--- config.mk ---
export PLATFORM = sky130hd
export DESIGN_NAME = scidc_irq_chain
export DESIGN_NICKNAME = d
export VERILOG_FILES = /design/src/verilog/scidc_pkg.sv /design/src/verilog/scidc_irq_chain.sv
export VERILOG_INCLUDE_DIRS = /design/src /design/src/verilog
export SDC_FILE = /design/constraint.sdc
export NUM_CORES = 1
export LEC_CHECK = 0
export CORE_MARGIN = 8
export CORE_UTILIZATION = 38
export CTS_CLUSTER_DIAMETER = 40
export DETAILED_ROUTE_END_ITERATION = 16
export DONT_BUFFER_PORTS = 1
export PLACE_DENSITY = 0.61
export SKIP_CTS_REPAIR_TIMING = 1
export SYNTH_ARGS = -nofsm -noshare
export SYNTH_HDL_FRONTEND = slang
export SYNTH_SLANG_ARGS = --single-unit
--- constraint.sdc ---
create_clock -name core_clk -period 1.7 [get_ports core_clk]
set_clock_uncertainty 0.2 [all_clocks]
set_input_delay 0.085 -clock core_clk [delete_from_list [all_inputs] [get_ports core_clk]]
set_output_delay 0.085 -clock core_clk [all_outputs]
set_load 0.005 [all_outputs]
--- src/verilog/scidc_params.svh ---
`ifndef SCIDC_PARAMS_SVH
`define SCIDC_PARAMS_SVH

// ************************************************************
// widths and reset values
// ************************************************************
`define SCIDC_VEC_W 8
`define SCIDC_SRC_N 6
`define SCIDC_VEC_RST 8'h00
`define SCIDC_SRC_RST 6'h00

// ************************************************************
// vector field positions
// ************************************************************
`define SCIDC_VAR_LO 1
`define SCIDC_VAR_HI 3

// ************************************************************
// register pointer of the vector readback register
// ************************************************************
`define SCIDC_PTR_VEC 3'h2

// ************************************************************
// snooped opcodes and vector codes
// ************************************************************
`define SCIDC_OP_PREFIX 8'hed
`define SCIDC_OP_RETURN 8'h4d
`define SCIDC_CODE_IDLE 3'h3
`define SCIDC_CODE_A_RX 3'h6
`define SCIDC_CODE_A_TX 3'h4
`define SCIDC_CODE_A_EXT 3'h5
`define SCIDC_CODE_B_RX 3'h2
`define SCIDC_CODE_B_TX 3'h0
`define SCIDC_CODE_B_EXT 3'h1

`endif

--- src/verilog/scidc_pkg.sv ---
`include "scidc_params.svh"

package scidc_pkg;

    // ************************************************************
    // host bus carrier
    // ************************************************************
    typedef struct packed {
        logic opcode_fetch_cycle_n;
        logic io_request_n;
        logic rd;
        logic chan_b;
        logic [2:0] ptr;
        logic vector_base_write_reg;
        logic return_cmd;
        logic [`SCIDC_VEC_W-1:0] data;
    } scidc_bus_type;

    // ************************************************************
    // opcode snoop states
    // ************************************************************
    typedef enum logic [0:0] {
        SCIDC_SNP_IDLE = 1'b0,
        SCIDC_SNP_PREFIX = 1'b1
    } scidc_snoop_type;

endpackage

--- src/verilog/scidc_irq_chain.sv ---
`include "scidc_params.svh"

// How it works
// - without status modifies vector, readback returns the stored vector base
// - with status modifies vector, middle bits follow highest pending source
// - only bits three to one vary; other bits come from the base
// - nothing pending: modified vector carries bits three to one as 011
// - readback answers only on channel B accesses
// - service request drives the active-low interrupt request low while chain input is high
// - idle device passes chain input level to chain output
// - pending status is frozen while opcode fetch is low
// - on acknowledge, enabled requester drives vector and sets in-service
// - return-from-handler is opcode pair ED then 4D, snooped on fetches
// - after ED, chain output ignores pending unacknowledged interrupts
// - 4D after ED clears in-service latch of device with input high
// - written return command also clears the in-service latch
// - six internal sources in fixed precedence, index zero highest
// - higher source preempts lower; each return clears only the top latch
module scidc_irq_chain
    import scidc_pkg::*;
(
    input logic core_clk,
    input logic rst,
    input scidc_bus_type host_bus,
    input logic status_modifies_vector,
    input logic [`SCIDC_SRC_N-1:0] src_pending,
    input logic chain_priority_in,
    output logic chain_priority_out,
    output logic int_req_n,
    output logic [`SCIDC_VEC_W-1:0] data_out,
    output logic data_oe
);

    // ************************************************************
    // functions
    // ************************************************************
    function automatic logic [`SCIDC_SRC_N-1:0] top_one(
        input logic [`SCIDC_SRC_N-1:0] v
    );
        top_one = v & (~v + `SCIDC_SRC_N'(1));
    endfunction

    function automatic logic [2:0] code_of(
        input logic [`SCIDC_SRC_N-1:0] one
    );
        logic [2:0] c;
        c = `SCIDC_CODE_IDLE;
        case (one)
            6'h01: c = `SCIDC_CODE_A_RX;
            6'h02: c = `SCIDC_CODE_A_TX;
            6'h04: c = `SCIDC_CODE_A_EXT;
            6'h08: c = `SCIDC_CODE_B_RX;
            6'h10: c = `SCIDC_CODE_B_TX;
            6'h20: c = `SCIDC_CODE_B_EXT;
            default: c = `SCIDC_CODE_IDLE;
        endcase
        code_of = c;
    endfunction

    function automatic logic [`SCIDC_VEC_W-1:0] build_vec(
        input logic [`SCIDC_VEC_W-1:0] base,
        input logic modify,
        input logic [2:0] code
    );
        logic [`SCIDC_VEC_W-1:0] v;
        v = base;
        if (modify) begin
            v[`SCIDC_VAR_HI:`SCIDC_VAR_LO] = code;
        end
        build_vec = v;
    endfunction

    // ************************************************************
    // state
    // ************************************************************
    logic [`SCIDC_SRC_N-1:0] pend;
    logic [`SCIDC_SRC_N-1:0] ius;
    logic [`SCIDC_VEC_W-1:0] vec_base;
    logic [`SCIDC_VEC_W-1:0] op_byte;
    logic ack_q;
    logic plain_q;
    logic ack_own;
    scidc_snoop_type snoop;
    scidc_snoop_type next_snoop;

    // ************************************************************
    // decoding
    // ************************************************************
    wire fetch = !host_bus.opcode_fetch_cycle_n;
    wire ack = fetch && !host_bus.io_request_n;
    wire plain = fetch && host_bus.io_request_n;
    wire ack_start = ack && !ack_q;
    wire fetch_end = plain_q && !plain;
    wire read_vec = host_bus.rd && host_bus.chan_b &&
        (host_bus.ptr == `SCIDC_PTR_VEC);
    wire prefix_seen = snoop == SCIDC_SNP_PREFIX;

    logic [`SCIDC_SRC_N-1:0] blocked;
    genvar gi;
    generate
        for (gi = 0; gi < `SCIDC_SRC_N; gi = gi + 1) begin : g_blk
            assign blocked[gi] = |ius[gi:0];
        end
    endgenerate

    wire [`SCIDC_SRC_N-1:0] req_vec = pend & ~blocked;
    wire req_any = |req_vec;
    wire [`SCIDC_SRC_N-1:0] win = chain_priority_in ?
        top_one(req_vec) : `SCIDC_SRC_RST;
    wire win_any = |win;
    wire [`SCIDC_VEC_W-1:0] rd_value =
        build_vec(vec_base, status_modifies_vector, code_of(top_one(pend)));
    wire [`SCIDC_VEC_W-1:0] ack_value =
        build_vec(vec_base, status_modifies_vector, code_of(win));
    wire ret_snoop = fetch_end && prefix_seen &&
        (op_byte == `SCIDC_OP_RETURN) && chain_priority_in;
    wire ret_any = ret_snoop || host_bus.return_cmd;
    wire [`SCIDC_SRC_N-1:0] clr = ret_any ? top_one(ius) : `SCIDC_SRC_RST;
    wire [`SCIDC_SRC_N-1:0] set = ack_start ? win : `SCIDC_SRC_RST;
    wire chain_busy = prefix_seen ? |ius : |(pend | ius);
    wire next_chain_out = chain_priority_in && !chain_busy;
    wire next_oe = read_vec || (ack && (ack_start ? win_any : ack_own));

    always_comb begin
        next_snoop = snoop;
        if (fetch_end) begin
            if (op_byte == `SCIDC_OP_PREFIX) begin
                next_snoop = SCIDC_SNP_PREFIX;
            end else begin
                next_snoop = SCIDC_SNP_IDLE;
            end
        end
    end

    // ************************************************************
    // registers
    // ************************************************************
    always_ff @(posedge core_clk) begin
        if (rst) begin
            pend <= `SCIDC_SRC_RST;
        end else if (!fetch) begin
            pend <= src_pending;
        end
    end

    always_ff @(posedge core_clk) begin
        if (rst) begin
            ius <= `SCIDC_SRC_RST;
        end else begin
            ius <= (ius | set) & ~clr;
        end
    end

    always_ff @(posedge core_clk) begin
        if (rst) begin
            vec_base <= `SCIDC_VEC_RST;
        end else if (host_bus.vector_base_write_reg) begin
            vec_base <= host_bus.data;
        end
    end

    always_ff @(posedge core_clk) begin
        if (rst) begin
            op_byte <= `SCIDC_VEC_RST;
            plain_q <= 1'b0;
            ack_q <= 1'b0;
            snoop <= SCIDC_SNP_IDLE;
        end else begin
            if (plain) begin
                op_byte <= host_bus.data;
            end
            plain_q <= plain;
            ack_q <= ack;
            snoop <= next_snoop;
        end
    end

    always_ff @(posedge core_clk) begin
        if (rst) begin
            ack_own <= 1'b0;
        end else if (!ack) begin
            ack_own <= 1'b0;
        end else if (ack_start) begin
            ack_own <= win_any;
        end
    end

    always_ff @(posedge core_clk) begin
        if (rst) begin
            chain_priority_out <= 1'b0;
            int_req_n <= 1'b1;
            data_out <= `SCIDC_VEC_RST;
            data_oe <= 1'b0;
        end else begin
            chain_priority_out <= next_chain_out;
            int_req_n <= !(chain_priority_in && req_any);
            data_oe <= next_oe;
            if (ack_start) begin
                data_out <= ack_value;
            end else if (read_vec) begin
                data_out <= rd_value;
            end
        end
    end
endmodule

; ---- Word level (Yosys, flattened, before mapping)
; Cells that the tools add are included.
; Widths: inputs -> output; s select.
[totals]
register_bits = 43
inputBits = 27
word_cells = 85
[op_classes]
add_sub_neg = 3
reduce_logical = 30
n_eq_ne = 15
bitwise = 13
mux = 12
[op_table]
columns = cell, n
row1 = $pmux 3 s6, 2
row2 = $and 6x6->6, 5
row3 = $not 6->6, 5
row4 = $reduce_or 6->1, 4
row5 = $add 6x1->6 const B, 3
row6 = $mux 6, 3
row7 = $mux 8, 2
row8 = $eq 6x1->1 const B, 2
row9 = $eq 6x2->1 const B, 2
row10 = $eq 6x3->1 const B, 2
row11 = $eq 6x4->1 const B, 2
row12 = $eq 6x5->1 const B, 2
row13 = $eq 6x6->1 const B, 2
row14 = $logic_and 1x1->1, 12
row15 = $or 6x6->6, 2
row16 = $eq 8x7->1 const B, 1
row17 = $eq 8x8->1 const B, 1
row18 = $logic_not 1->1, 6
row19 = $mux 3, 2
row20 = $reduce_or 5->1, 1
row21 = $reduce_or 2->1, 2
row22 = $reduce_or 4->1, 1
row23 = $eq 3x2->1 const B, 1
row24 = $mux 1, 3
row25 = 4 further kinds, 5

; ---- Depth between registers and ports, before layout
; Gate-level depths: netlist of the first run.
[depth]
word_depth = 11
ltp_mapped = 6
depth_no_buf = 5

; ---- Worst setup path before layout of the first run
; Ideal clock, no wire load.
[synth_path]
path_type = register -> register
from = register ius[0]
to = register data_oe
path_buffers = 1
arrival_ns = 1.618
t_required_ns = 1.421
path_stages_with_launch = 7
slack_ns = -0.197
setup_time_ns = 0.079
period_less_slack_ns = 1.897
cell_sequence = dfxtp_1 buf_6 or4_4 or3_4 nor2_4 nand2_2 a22oi_1
[synth_via]
elab_chain_len = 11
[synth_lines]
columns = element, line
row1 = start: declaration, scidc_irq_chain.sv:77  ; logic [`SCIDC_SRC_N-1:0] ius;
row2 = start signal: assignment, scidc_irq_chain.sv:148  ; ius <= `SCIDC_SRC_RST;
row3 = start signal: assignment, scidc_irq_chain.sv:150  ; ius <= (ius | set) & ~clr;
row4 = "$reduce_or 6->1, or another cell as far along", scidc_irq_chain.sv:102  ; assign blocked[gi] = |ius[gi:0];
row5 = $not 6->6 *, scidc_irq_chain.sv:106  ; wire [`SCIDC_SRC_N-1:0] req_vec = pend & ~blocked;
row6 = $and 6x6->6 *, scidc_irq_chain.sv:106
row7 = $not 6->6, scidc_irq_chain.sv:40  ; top_one = v & (~v + `SCIDC_SRC_N'(1));
row8 = $add 6x1->6, scidc_irq_chain.sv:40
row9 = $and 6x6->6 *, scidc_irq_chain.sv:40
row10 = $mux 6 (no source line) *, --
row11 = $reduce_or 6->1 *, scidc_irq_chain.sv:110  ; wire win_any = |win;
row12 = $mux 1 *, --
row13 = $logic_and 1x1->1 *, scidc_irq_chain.sv:122  ; wire next_oe = read_vec || (ack && (ack_start ? win_any : ack_own));
row14 = $logic_or 1x1->1 *, scidc_irq_chain.sv:122
row15 = end signal: assignment, scidc_irq_chain.sv:197  ; data_oe <= next_oe;
row16 = end: declaration, scidc_irq_chain.sv:31  ; output logic data_oe
; Mark *: on every way between the ends. The rest lies on a longest branch, timed or not.
; A chain may end at the register's enable or synchronous reset.

; ---- Final worst setup path of the first run
[layout_path]
from = register ius[1]
to = register ius[5]
[layout_via]
elab_chain_len = 10
[layout_lines]
columns = element, line
row1 = "$reduce_or 6->1, or another cell as far along", scidc_irq_chain.sv:102
row2 = $not 6->6, scidc_irq_chain.sv:106
row3 = $and 6x6->6, scidc_irq_chain.sv:106
row4 = $not 6->6, scidc_irq_chain.sv:40
row5 = $add 6x1->6, scidc_irq_chain.sv:40
row6 = $and 6x6->6, scidc_irq_chain.sv:40
row7 = $mux 6 (no source line) (2 in series), --
row8 = $or 6x6->6, scidc_irq_chain.sv:150
row9 = $and 6x6->6 *, scidc_irq_chain.sv:150
; Marked as above.

==> results of run 1 <==
[worst paths after layout]
check | to | slack [ns] | depth (start not counted)
max | ius[5]$_SDFF_PP0_ | -0.13 | 5
min | plain_q$_SDFF_PP0_ | -0.02 | 3
max reg2reg | ius[5]$_SDFF_PP0_ | -0.13 | 5
min reg2reg | op_byte[4]$_SDFFE_PP0P_ | 0.26 | 2
[sequential cells by signal, summed over array words and instances, names as in the netlist]
name	count
ack_own	1
ack_q	1
chain_priority_out	1
data_oe	1
data_out	8
int_req_n	1
ius	6
op_byte	8
pend	6
plain_q	1
prefix_seen	1
vec_base	8
[final cells by class]
class / count / share of cell area (%)
Clock inverter: 3 / 0.8891
Sequential cell: 43 / 32.29
Timing Repair Buffer: 56 / 19.47
Tap cell: 70 / 3.276
Multi-Input combinational cell: 163 / 40.24
Inverter: 9 / 1.263
Clock buffer: 5 / 2.574
[cells in the mapped netlist (4+ instances only)]
cell	count	area [µm²]
a21oi_1	18	90.09
clkbuf_1	10	37.54
dfxtp_1	43	860.8
inv_1	9	33.78
mux2i_1	20	200.2
nand2_1	21	78.83
nand2b_1	5	31.28
nand3_1	4	20.02
nor2_1	30	112.6
nor3_1	8	40.04
o21ai_0	9	45.04
[layer usage]
metal | global-route usage, % | up-vias | wire [µm]
li1 | - | 896 | -
met4 | 4.219 | 0 | 81
met1 | 17.11 | 812 | 2449
met2 | 19.77 | 54 | 2425
met5 | 0 | - | 0
met3 | 5.441 | 9 | 464
[worst max-delay path, delay by kind of cell, from the launching register on]
| family | cells | cell delay, ns |
|---|---|---|
| flops | 1 | 0.32 |
| compound gates | 1 | 0.15 |
| simple gates | 4 | 1.09 |
[power groups by stage]
stage | clock network [µW] | registers [µW] | logic [µW]
after floorplan | 0 | 1100 | 183
final | 675 | 1090 | 350
after global routing | 728 | 1100 | 382
after CTS | 688 | 1090 | 233
after detailed placement | 0 | 1110 | 231
after global placement | 0 | 1110 | 229
[per-stage QoR]
step | instances | setup slack (ns) | area [µm²] | hold WS (ns)
4_1_cts | 315 | -0.1734 | 2245 | -0.3648
5_1_grt | 349 | -0.1997 | 2674 | 0.009076
2_1_floorplan | 228 | -0.1915 | 1957 | -0.02973
6_report | 349 | -0.1324 | 2674 | -0.02424
3_5_place_dp | 307 | -0.1484 | 2152 | -0.03667
3_3_place_gp | 307 | -0.1251 | 2152 | -0.03849
[layout by cell type, fill, tap and decap left out, drive strengths merged, types with 2 or more instances in the layout]
cell type / netlist / routed
a22oi: 3 / 3
o21bai: 3 / 3
or3: 3 / 3
nand4b: 2 / 2
a31oi: 3 / 3
dfxtp: 43 / 43
nor3: 9 / 9
nor2: 31 / 31
nand3: 4 / 4
o211ai: 3 / 3
o21ai: 10 / 10
a211oi: 2 / 2
buf: 3 / 24
nor4b: 2 / 2
and2: 2 / 2
a21oi: 18 / 18
inv: 9 / 10
dlygate4sd3: 0 / 32
nand3b: 2 / 2
nand2b: 5 / 5
nor3b: 2 / 2
mux2i: 20 / 20
nand2: 22 / 22
clkbuf: 10 / 5
nor2b: 3 / 3
clkinvlp: 0 / 2
[cells by family (layout without fill, tap and decap cells)]
kind of cell / Yosys count / in the layout / synth area share (%)
buffers and inverters: 22 / 73 / 4.685
AND/OR/NAND/NOR: 92 / 92 / 24.20
AO/OA/AOI/OAI: 51 / 51 / 16.69
multiplexers: 20 / 20 / 10.27
flip-flops: 43 / 43 / 44.16
==> results.md, run 1 <==
- Clock sinks: 43
- Critical-path top delay cell: or4_4
- CTS H-tree lvls: 2
- Final period util: 107.8%
- Mapped Area: 1949 µm²
- Vias/cell: 5.074
- CTS tree: done
- Peak supply drop: 537.9 µV
- Hold Startpoint: host_bus[16]
- I/O Pins: 38
- Die width: 87.63 µm
- Post-synth ARST share: 0%
- Floorplan core area: 5042 µm²
- Root buf cell: clkbuf_8
- Flop pwr share: 51.5%
- Clock-pin transition on the worst setup and hold timing paths: 0.08 ns
- Clk_lat worst skew: 0.30 ns
- Worst Hold Class: in -> reg
- First-pass GRT wire length: 8100 µm
- Ys Warns: 0
- DRC Markers: 0
- 1st-pass router iterations: 4
- Internal power: 1536 µW
- Tot Pwr: 2114 µW
- Post-Syn Nets: 255
- Grt total ovfl: 0
- Fin Setup TNS: -0.5929 ns
- Multi-input logic area: 1076 µm²
- Max cap viols: 0
- Initial Util: 38.66%
- Tightest Pin Transition: 0.3291 ns
- Gr usage total: 13.34%
- Number of synthesized flops with an enable pin: 0
- Die H: 87.63 µm
- RSZ-0062 raised after global routing: true
- Fill cell count: 455
- Area delta synth->final: 37.16%
- Crit start category: flip-flop
- Total CTS buffers: 5
- Post-synth top flop: dfxtp_1
- Status: complete, but fails checks
- Switch Pwr: 578.1 µW
- CP peak stage delay: 0.55 ns
- Detailed-route via count: 1771
- Max_slew headroom: 77.76%
- Fin worst setup slack: -0.1324 ns
- Largest net degree at the start of global routing: 37
- Initial antenna violation count: 0
- Die Area: 7678 µm²
- Starting DRT DRC Count: 141
- WL per Instance: 15.53 µm
- Post-Route WL: 5420 µm
- Pleak: 0.001039 µW
- Sequential fraction of the synthesis area: 44.16%
- Worst Setup End Kind: flip-flop
- Logic pwr share: 16.6%
- Layout cells sized above 1: 19.35%
- ANT cells: 0
- P per Cell Area: 790.6 nW/µm²
- Peak Freq: 0.5457 GHz
- Critical path, cell by cell: or4_4, or3_4, nor2_4, nand3_1, a21oi_1
- FP Rows: 26
- Switching share of total power: 27.35%
- Crit path DAT: 1.86 ns
- Hold Fails Final Rpt: 1
- Port bufs: 0
- Clk buf depth: 2
- Fin nets: 305
- Netlist cell types: 45
- Hold slack: -0.02424 ns
- Violated checks: negative hold slack, negative setup slack
- Antenna-violating nets left: 0
- R2R Path Start: ius[1]$_SDFF_PP0_
- Worst Setup SP: ius[1]$_SDFF_PP0_
- Vias in the first global route: 1594
- Critical path peak fanout: 3
- Post-synthesis register bit count: 43
- RePlAce Congestion: 0.8335
- Util after Layout: 53.03%
- Post-synthesis cell count: 228
- Crit Path Class: reg -> reg
- Max Slew Vio Count: 0
- Final-report setup violation count: 7
- Clk network pwr share: 31.9%
- Critical Path RT: 1.73 ns
- Syn avg cell area: 8.550 µm²
- Register area: 863.3 µm²
- Period minus WS final: 1.832 ns
- Hpwl dp: 3560 µm
No activity file was read; power rests on OpenSTA's default activity.
==> run 2: changes to the inputs <==
--- a/config.mk
+++ b/config.mk
@@ -7,11 +7,11 @@
 export NUM_CORES = 1
 export LEC_CHECK = 0
 export CORE_MARGIN = 8
-export CORE_UTILIZATION = 38
+export CORE_UTILIZATION = 40
 export CTS_CLUSTER_DIAMETER = 40
 export DETAILED_ROUTE_END_ITERATION = 16
 export DONT_BUFFER_PORTS = 1
-export PLACE_DENSITY = 0.61
+export PLACE_DENSITY = 0.63
 export SKIP_CTS_REPAIR_TIMING = 1
 export SYNTH_ARGS = -nofsm -noshare
 export SYNTH_HDL_FRONTEND = slang
==> run 2 against run 1 <==
The flow still finishes with violations (negative hold slack, negative setup slack). Sequential share of layout area fell by 0.48 points. Die area decreased by 4.1%. Core utilization rose by 4.4 points. Critical path depth unchanged. Register-to-register slack about the same. Critical path type unchanged. Flip-flop and latch count is the same. Clock-buffer cell count unchanged. Non-clock buffer count is 2 higher. Via count increased by 5.0%. Cell area rose by 1.4%. Clock power increased by 20%. Critical endpoint is now ack_own$_SDFF_PP0_. Hold slack worse by 0.11 ns.
==> results.md, run 2 (same netlist as run 1, synthesis figures left out) <==
- Starting DRT DRC Count: 254
- Final period util: 108.7%
- RSZ-0062 raised after global routing: true
- Final non-filler cell area: 2710 µm²
- Fin worst setup slack: -0.1473 ns
- Crit Path Class: reg -> reg
- Switching share of total power: 25.71%
- First-pass GRT wire length: 7872 µm
- Tightest Pin Transition: 0.4439 ns
- Clock-pin transition on the worst setup and hold timing paths: 0.09 ns
- Most common cell after layout, fill and taps aside: dfxtp_1
- Die width: 85.81 µm
- Die H: 85.81 µm
- Worst Hold Class: in -> reg
- Max cap viols: 0
- Clk buf depth: 2
- WL per Instance: 15.85 µm
- Pleak: 0.001044 µW
- 1st-pass router iterations: 4
- Util after Layout: 57.38%
- DP Area: 2141 µm²
- Vias/cell: 5.327
- Period minus WS final: 1.847 ns
- Die Area: 7363 µm²
- Peak supply drop: 449.9 µV
- Crit path DAT: 1.87 ns
- Commonest cells after routing, fill and taps aside: dfxtp_1 (42), dlygate4sd3_1 (35), nor2_1 (30), nand2_1 (21), buf_4 (21)
- Status: complete, but fails checks
- Hold slack: -0.1327 ns
- P per Cell Area: 831.7 nW/µm²
- Peak Freq: 0.5413 GHz
- Final non-filler cell total: 349
- Largest net degree at the start of global routing: 37
- Max Slew Vio Count: 0
- Area delta synth->final: 39.02%
- Flop pwr share: 48.3%
- Hold Fails Final Rpt: 8
- Total CTS buffers: 5
- Clk network pwr share: 36.0%
- Antenna-violating nets left: 0
- Crit start category: flip-flop
- Port bufs: 0
- Internal power: 1675 µW
- Layout cells sized above 1: 18.15%
- Logic pwr share: 15.6%
- Biggest regs: data_out x8, op_byte x8, vec_base x8
- Clk_lat worst skew: 0.30 ns
- Switch Pwr: 579.5 µW
- Violated checks: negative hold slack, negative setup slack
- DRC Markers: 0
- CTS tree: done
- Critical path peak fanout: 2
- Fin nets: 307
- I/O Pins: 38
- Initial Util: 41.27%
- Hpwl dp: 3539 µm
- Grt total ovfl: 0
- Root buf cell: clkbuf_8
- Floorplan core area: 4723 µm²
- CTS H-tree lvls: 2
- Final-report setup violation count: 6
- Dpl cells: 303
- RePlAce Congestion: 0.8531
- Worst Setup End Kind: flip-flop
- Clock sinks: 43
- Vias in the first global route: 1540
- Initial antenna violation count: 1
- Tot Pwr: 2254 µW
- Gr usage total: 13.45%
- Post-Route WL: 5530 µm
- Detailed-route via count: 1859
- Critical Path RT: 1.72 ns
- Max_slew headroom: 70.09%
- FP Rows: 25
==> run 2: changes by cell type in the layout (fill, tap and decap cells not counted), sizes merged <==
cell         delta
buf             -1
bufinv          +1
clkinv          +2
clkinvlp        -2
diode           +1
dlygate4sd3     +3
inv             -1
==> run 2: routing by layer <==
layer | vias to the layer above | wire (µm) | part of all wire [%] | track usage [%]
met5 | - | 0 | 0 | 0
met4 | 0 | 131 | 2.4 | 6.369
met1 | 871 | 2462 | 45 | 17.49
met2 | 66 | 2532 | 46 | 19.32
met3 | 9 | 404 | 7.3 | 4.585
li1 | 913 | - | - | -
==> run 2: stage by stage <==
stage	setup WS, ns	hold slack (ns)	TNS (ns)
after global routing	-0.1929	-0.1356	-1.019
final	-0.1473	-0.1327	-0.6254
after floorplan	-0.1915	-0.02973	-0.6788
after detailed placement	-0.1299	-0.03699	-0.6072
after CTS	-0.2152	-0.3569	-0.9060
after global placement	-0.1049	-0.03924	-0.4613
==> run 2: area by class of cell <==
type,count,area (µm²)
timing repair buffer,58,539.3
clock inverter,3,43.79
clock buffer,5,68.82
fill,408,2013
multi-input combinational,163,1076
tap,67,83.83
inverter,9,33.78
antenna,1,2.502
sequential,43,862.1
==> run 2: path summary, 6_finish.rpt <==
check	end	cells past startpoint	startpoint	slack, ns
setup / recovery	ack_own$_SDFF_PP0_	5	ius[1]$_SDFF_PP0_	-0.15
hold / removal	data_out[2]$_SDFFE_PP0P_	2	chain_priority_in	-0.13
setup reg to reg	ack_own$_SDFF_PP0_	5	ius[1]$_SDFF_PP0_	-0.15
hold reg to reg	op_byte[0]$_SDFFE_PP0P_	2	op_byte[0]$_SDFFE_PP0P_	0.25
==> run 2: worst max-delay path, cell delays in order, from the launching register on <==
cell and delay [ns]:
dfxtp_2 0.33, or4_4 0.54, or3_4 0.36, nor2_4 0.11
nand2_2 0.09, a31oi_2 0.15
==> run 2: power by group through the flow <==
| stage | Sequential, µW | Clock [µW] | Combinational, µW |
|---|---|---|---|
| after floorplan | 1100 | 0 | 183 |
| after global placement | 1110 | 0 | 222 |
| after detailed placement | 1110 | 0 | 222 |
| after CTS | 1090 | 824 | 226 |
| after global routing | 1100 | 857 | 383 |
| final | 1090 | 813 | 352 |
==> run 3: changes to the inputs <==
--- a/config.mk
+++ b/config.mk
@@ -6,6 +6,7 @@
 export SDC_FILE = /design/constraint.sdc
 export NUM_CORES = 1
 export LEC_CHECK = 0
+export ABC_AREA = 1
 export CORE_MARGIN = 8
 export CORE_UTILIZATION = 40
 export CTS_CLUSTER_DIAMETER = 40
==> run 3 against run 2 <==
The run ends with negative hold slack left. Synthesized cell count up 9.6%. Power down 8.7%. Sequential share of layout area up 3.3 points. Critical path type unchanged. Largest power group unchanged. Highest routed layer unchanged.
==> results.md, run 3 <==
- Status: complete, but fails checks
- Violated checks: negative hold slack
- Multiplexer share of the synthesized area: 0%
- Initial Util: 40.97%
- Ys Warns: 0
- Critical path, cell by cell: nor2_4, dlygate4sd3_1, nand3_1, a21oi_1
- Hold slack: -0.03910 ns
- Commonest cells after routing, fill and taps aside: nor2_1 (56), dfxtp_1 (43), dlygate4sd3_1 (39), o21ai_0 (34), inv_1 (20)
- Hold Path Stages: 4
- Port bufs: 0
- Post-synth top flop: dfxtp_1
- Max Slew Vio Count: 0
- Fin Setup TNS: 0 ns
- I/O Pins: 38
- Critical path peak fanout: 5
- Mapped Area: 1909 µm²
- P per Cell Area: 840.2 nW/µm²
- Max cap viols: 0
- Reg2reg path depth: 4
- Synth area leader: dfxtp_1
- Multi-input logic area: 903.4 µm²
- Clk_lat worst skew: 0.29 ns
- Die Area: 7240 µm²
- Largest family of logic cells by synthesized area: simple AND/OR/NAND/NOR gates
- Fin nets: 321
- CTS H-tree lvls: 2
- Peak Freq: 0.6147 GHz
- Most common cell in the netlist: nor2_1
- Clk buf depth: 2
- Critical-path top delay cell: dlygate4sd3_1
- First-pass GRT wire length: 7762 µm
- Pleak: 0.001026 µW
- Biggest regs: data_out x8, op_byte x8, vec_base x8
- Post-synthesis register bit count: 43
- Grt total ovfl: 0
- Synth top cells by count: nor2_1 (57), dfxtp_1 (43), o21ai_0 (34), inv_1 (20), nand2_1 (17)
- Post-Synth Adder-Cell Area: 0%
- Total CTS buffers: 5
- Crit Path Class: reg -> reg
- Largest net degree at the start of global routing: 21
- Post-Syn Nets: 277
- Antenna-violating nets left: 0
- CTS tree: done
- Post-synth ARST share: 0%
- Root buf cell: clkbuf_8
- Netlist cell types: 31
- Sequential fraction of the synthesis area: 45.09%
- Syn avg cell area: 7.637 µm²
- WL per Instance: 15.13 µm
- Detailed-route via count: 1820
- Number of synthesized flops with an enable pin: 0
- Simple-Gate Fraction of Synth Area: 27.46%
- Area share of xor/xnor cells in the synthesized design: 0%
- Die H: 85.09 µm
- RSZ-0062 raised after global routing: false
- Reg2Reg Setup Slack: 0.07 ns
- Pre-CTS setup slack: 0.1735 ns
- Starting DRT DRC Count: 202
- Clock sinks: 43
- Synth top area cells: dfxtp_1 (45%), nor2_1 (11%), o21ai_0 (8.9%)
- Hold Fails Final Rpt: 1
- Max_slew headroom: 79.15%
- Critical Path RT: 1.73 ns
- CP peak stage delay: 0.61 ns
- Vias/cell: 5.200
- Fill cell count: 454
- Fin worst setup slack: 0.07319 ns
- DRC Markers: 0
- Final-report setup violation count: 0
- Post-Route WL: 5295 µm
- Crit start category: flip-flop
- Layout cells sized above 1: 13.56%
- Initial antenna violation count: 1
- Period minus WS final: 1.627 ns
- Post-synthesis cell count: 250
- Hpwl dp: 3497 µm
- Tightest Pin Transition: 0.3117 ns
- Synth top area share: 45.09%
- Vias in the first global route: 1613
- Final period util: 95.69%
- Register area: 860.8 µm²
- 1st-pass router iterations: 5
- Crit path DAT: 1.65 ns
- Post-synthesis compound-gate area fraction: 19.46%
- Die width: 85.09 µm
- Worst Hold Class: in -> reg
- Most common cell after layout, fill and taps aside: nor2_1
- Floorplan core area: 4661 µm²
- FP Rows: 25
- Worst Setup End Kind: flip-flop
- RePlAce Congestion: 0.8948
- Gr usage total: 13.37%
- Peak supply drop: 379.7 µV
- Clock-pin transition on the worst setup and hold timing paths: 0.08 ns
- Area delta synth->final: 28.24%
==> run 3: cell count changes after synthesis, moves of 7 or more <==
cell,previous run,this run
clkbuf_1,10,2
inv_1,9,20
mux2i_1,20,0
nand4_1,1,8
nor2_1,30,57
o21ai_0,9,34
==> run 3: per-layer routing <==
metal	vias to the layer above	share of wire (%)	wire, µm	GRT usage (%)
met5	-	0	0	0
met3	15	6.1	324	4.151
met2	61	44	2322	19.46
met1	829	47	2468	17.23
li1	915	-	-	-
met4	0	3.4	180	6.796
==> run 3: cells by family after synthesis <==
kind of cell | after synthesis
flops | 43
buf+inv | 34
compound gates | 63
simple gates | 110
==> run 3: critical path, delay by kind of cell, from the launching register on <==
kind | cells | cell delay [ns]
buffers and inverters | 1 | 0.61
flip-flops | 1 | 0.34
AND/OR/NAND/NOR | 2 | 0.28
AO/OA/AOI/OAI | 1 | 0.14
==> run 3: through the flow <==
| stage | instances | utilization [%] | instance area [µm²] | total power [µW] |
|---|---|---|---|---|
| after global placement | 302 | 42.12 | 1963 | 1356 |
| after CTS | 310 | 43.95 | 2048 | 1987 |
| final | 350 | 52.54 | 2449 | 2057 |
| after detailed placement | 302 | 42.12 | 1963 | 1357 |
| after global routing | 350 | 52.54 | 2449 | 2169 |
| after floorplan | 250 | - | 1909 | 1304 |
==> run 3: path summary, 6_finish.rpt <==
check / from / to
setup / recovery: ack_q$_SDFF_PP0_ / ius[5]$_SDFF_PP0_
hold / removal: host_bus[16] / pend[4]$_SDFFE_PP0P_
setup reg to reg: ack_q$_SDFF_PP0_ / ius[5]$_SDFF_PP0_
hold reg to reg: op_byte[0]$_SDFFE_PP0P_ / op_byte[0]$_SDFFE_PP0P_
==> run 3: cell type report <==
type | instances | area share [%]
Antenna cell | 1 | 0.1022
Clock buffer | 6 | 2.964
Clock inverter | 2 | 0.5110
Inverter | 27 | 4.139
Multi-Input combinational cell | 173 | 36.89
Sequential cell | 43 | 35.16
Tap cell | 54 | 2.759
Timing Repair Buffer | 44 | 17.48
==> run 3: power breakdown <==
| part | internal [µW] | switching [µW] |
|---|---|---|
| logic | 139 | 178 |
| registers | 1070 | 40.3 |
| clock network | 287 | 345 |
| total | 1490 | 564 |
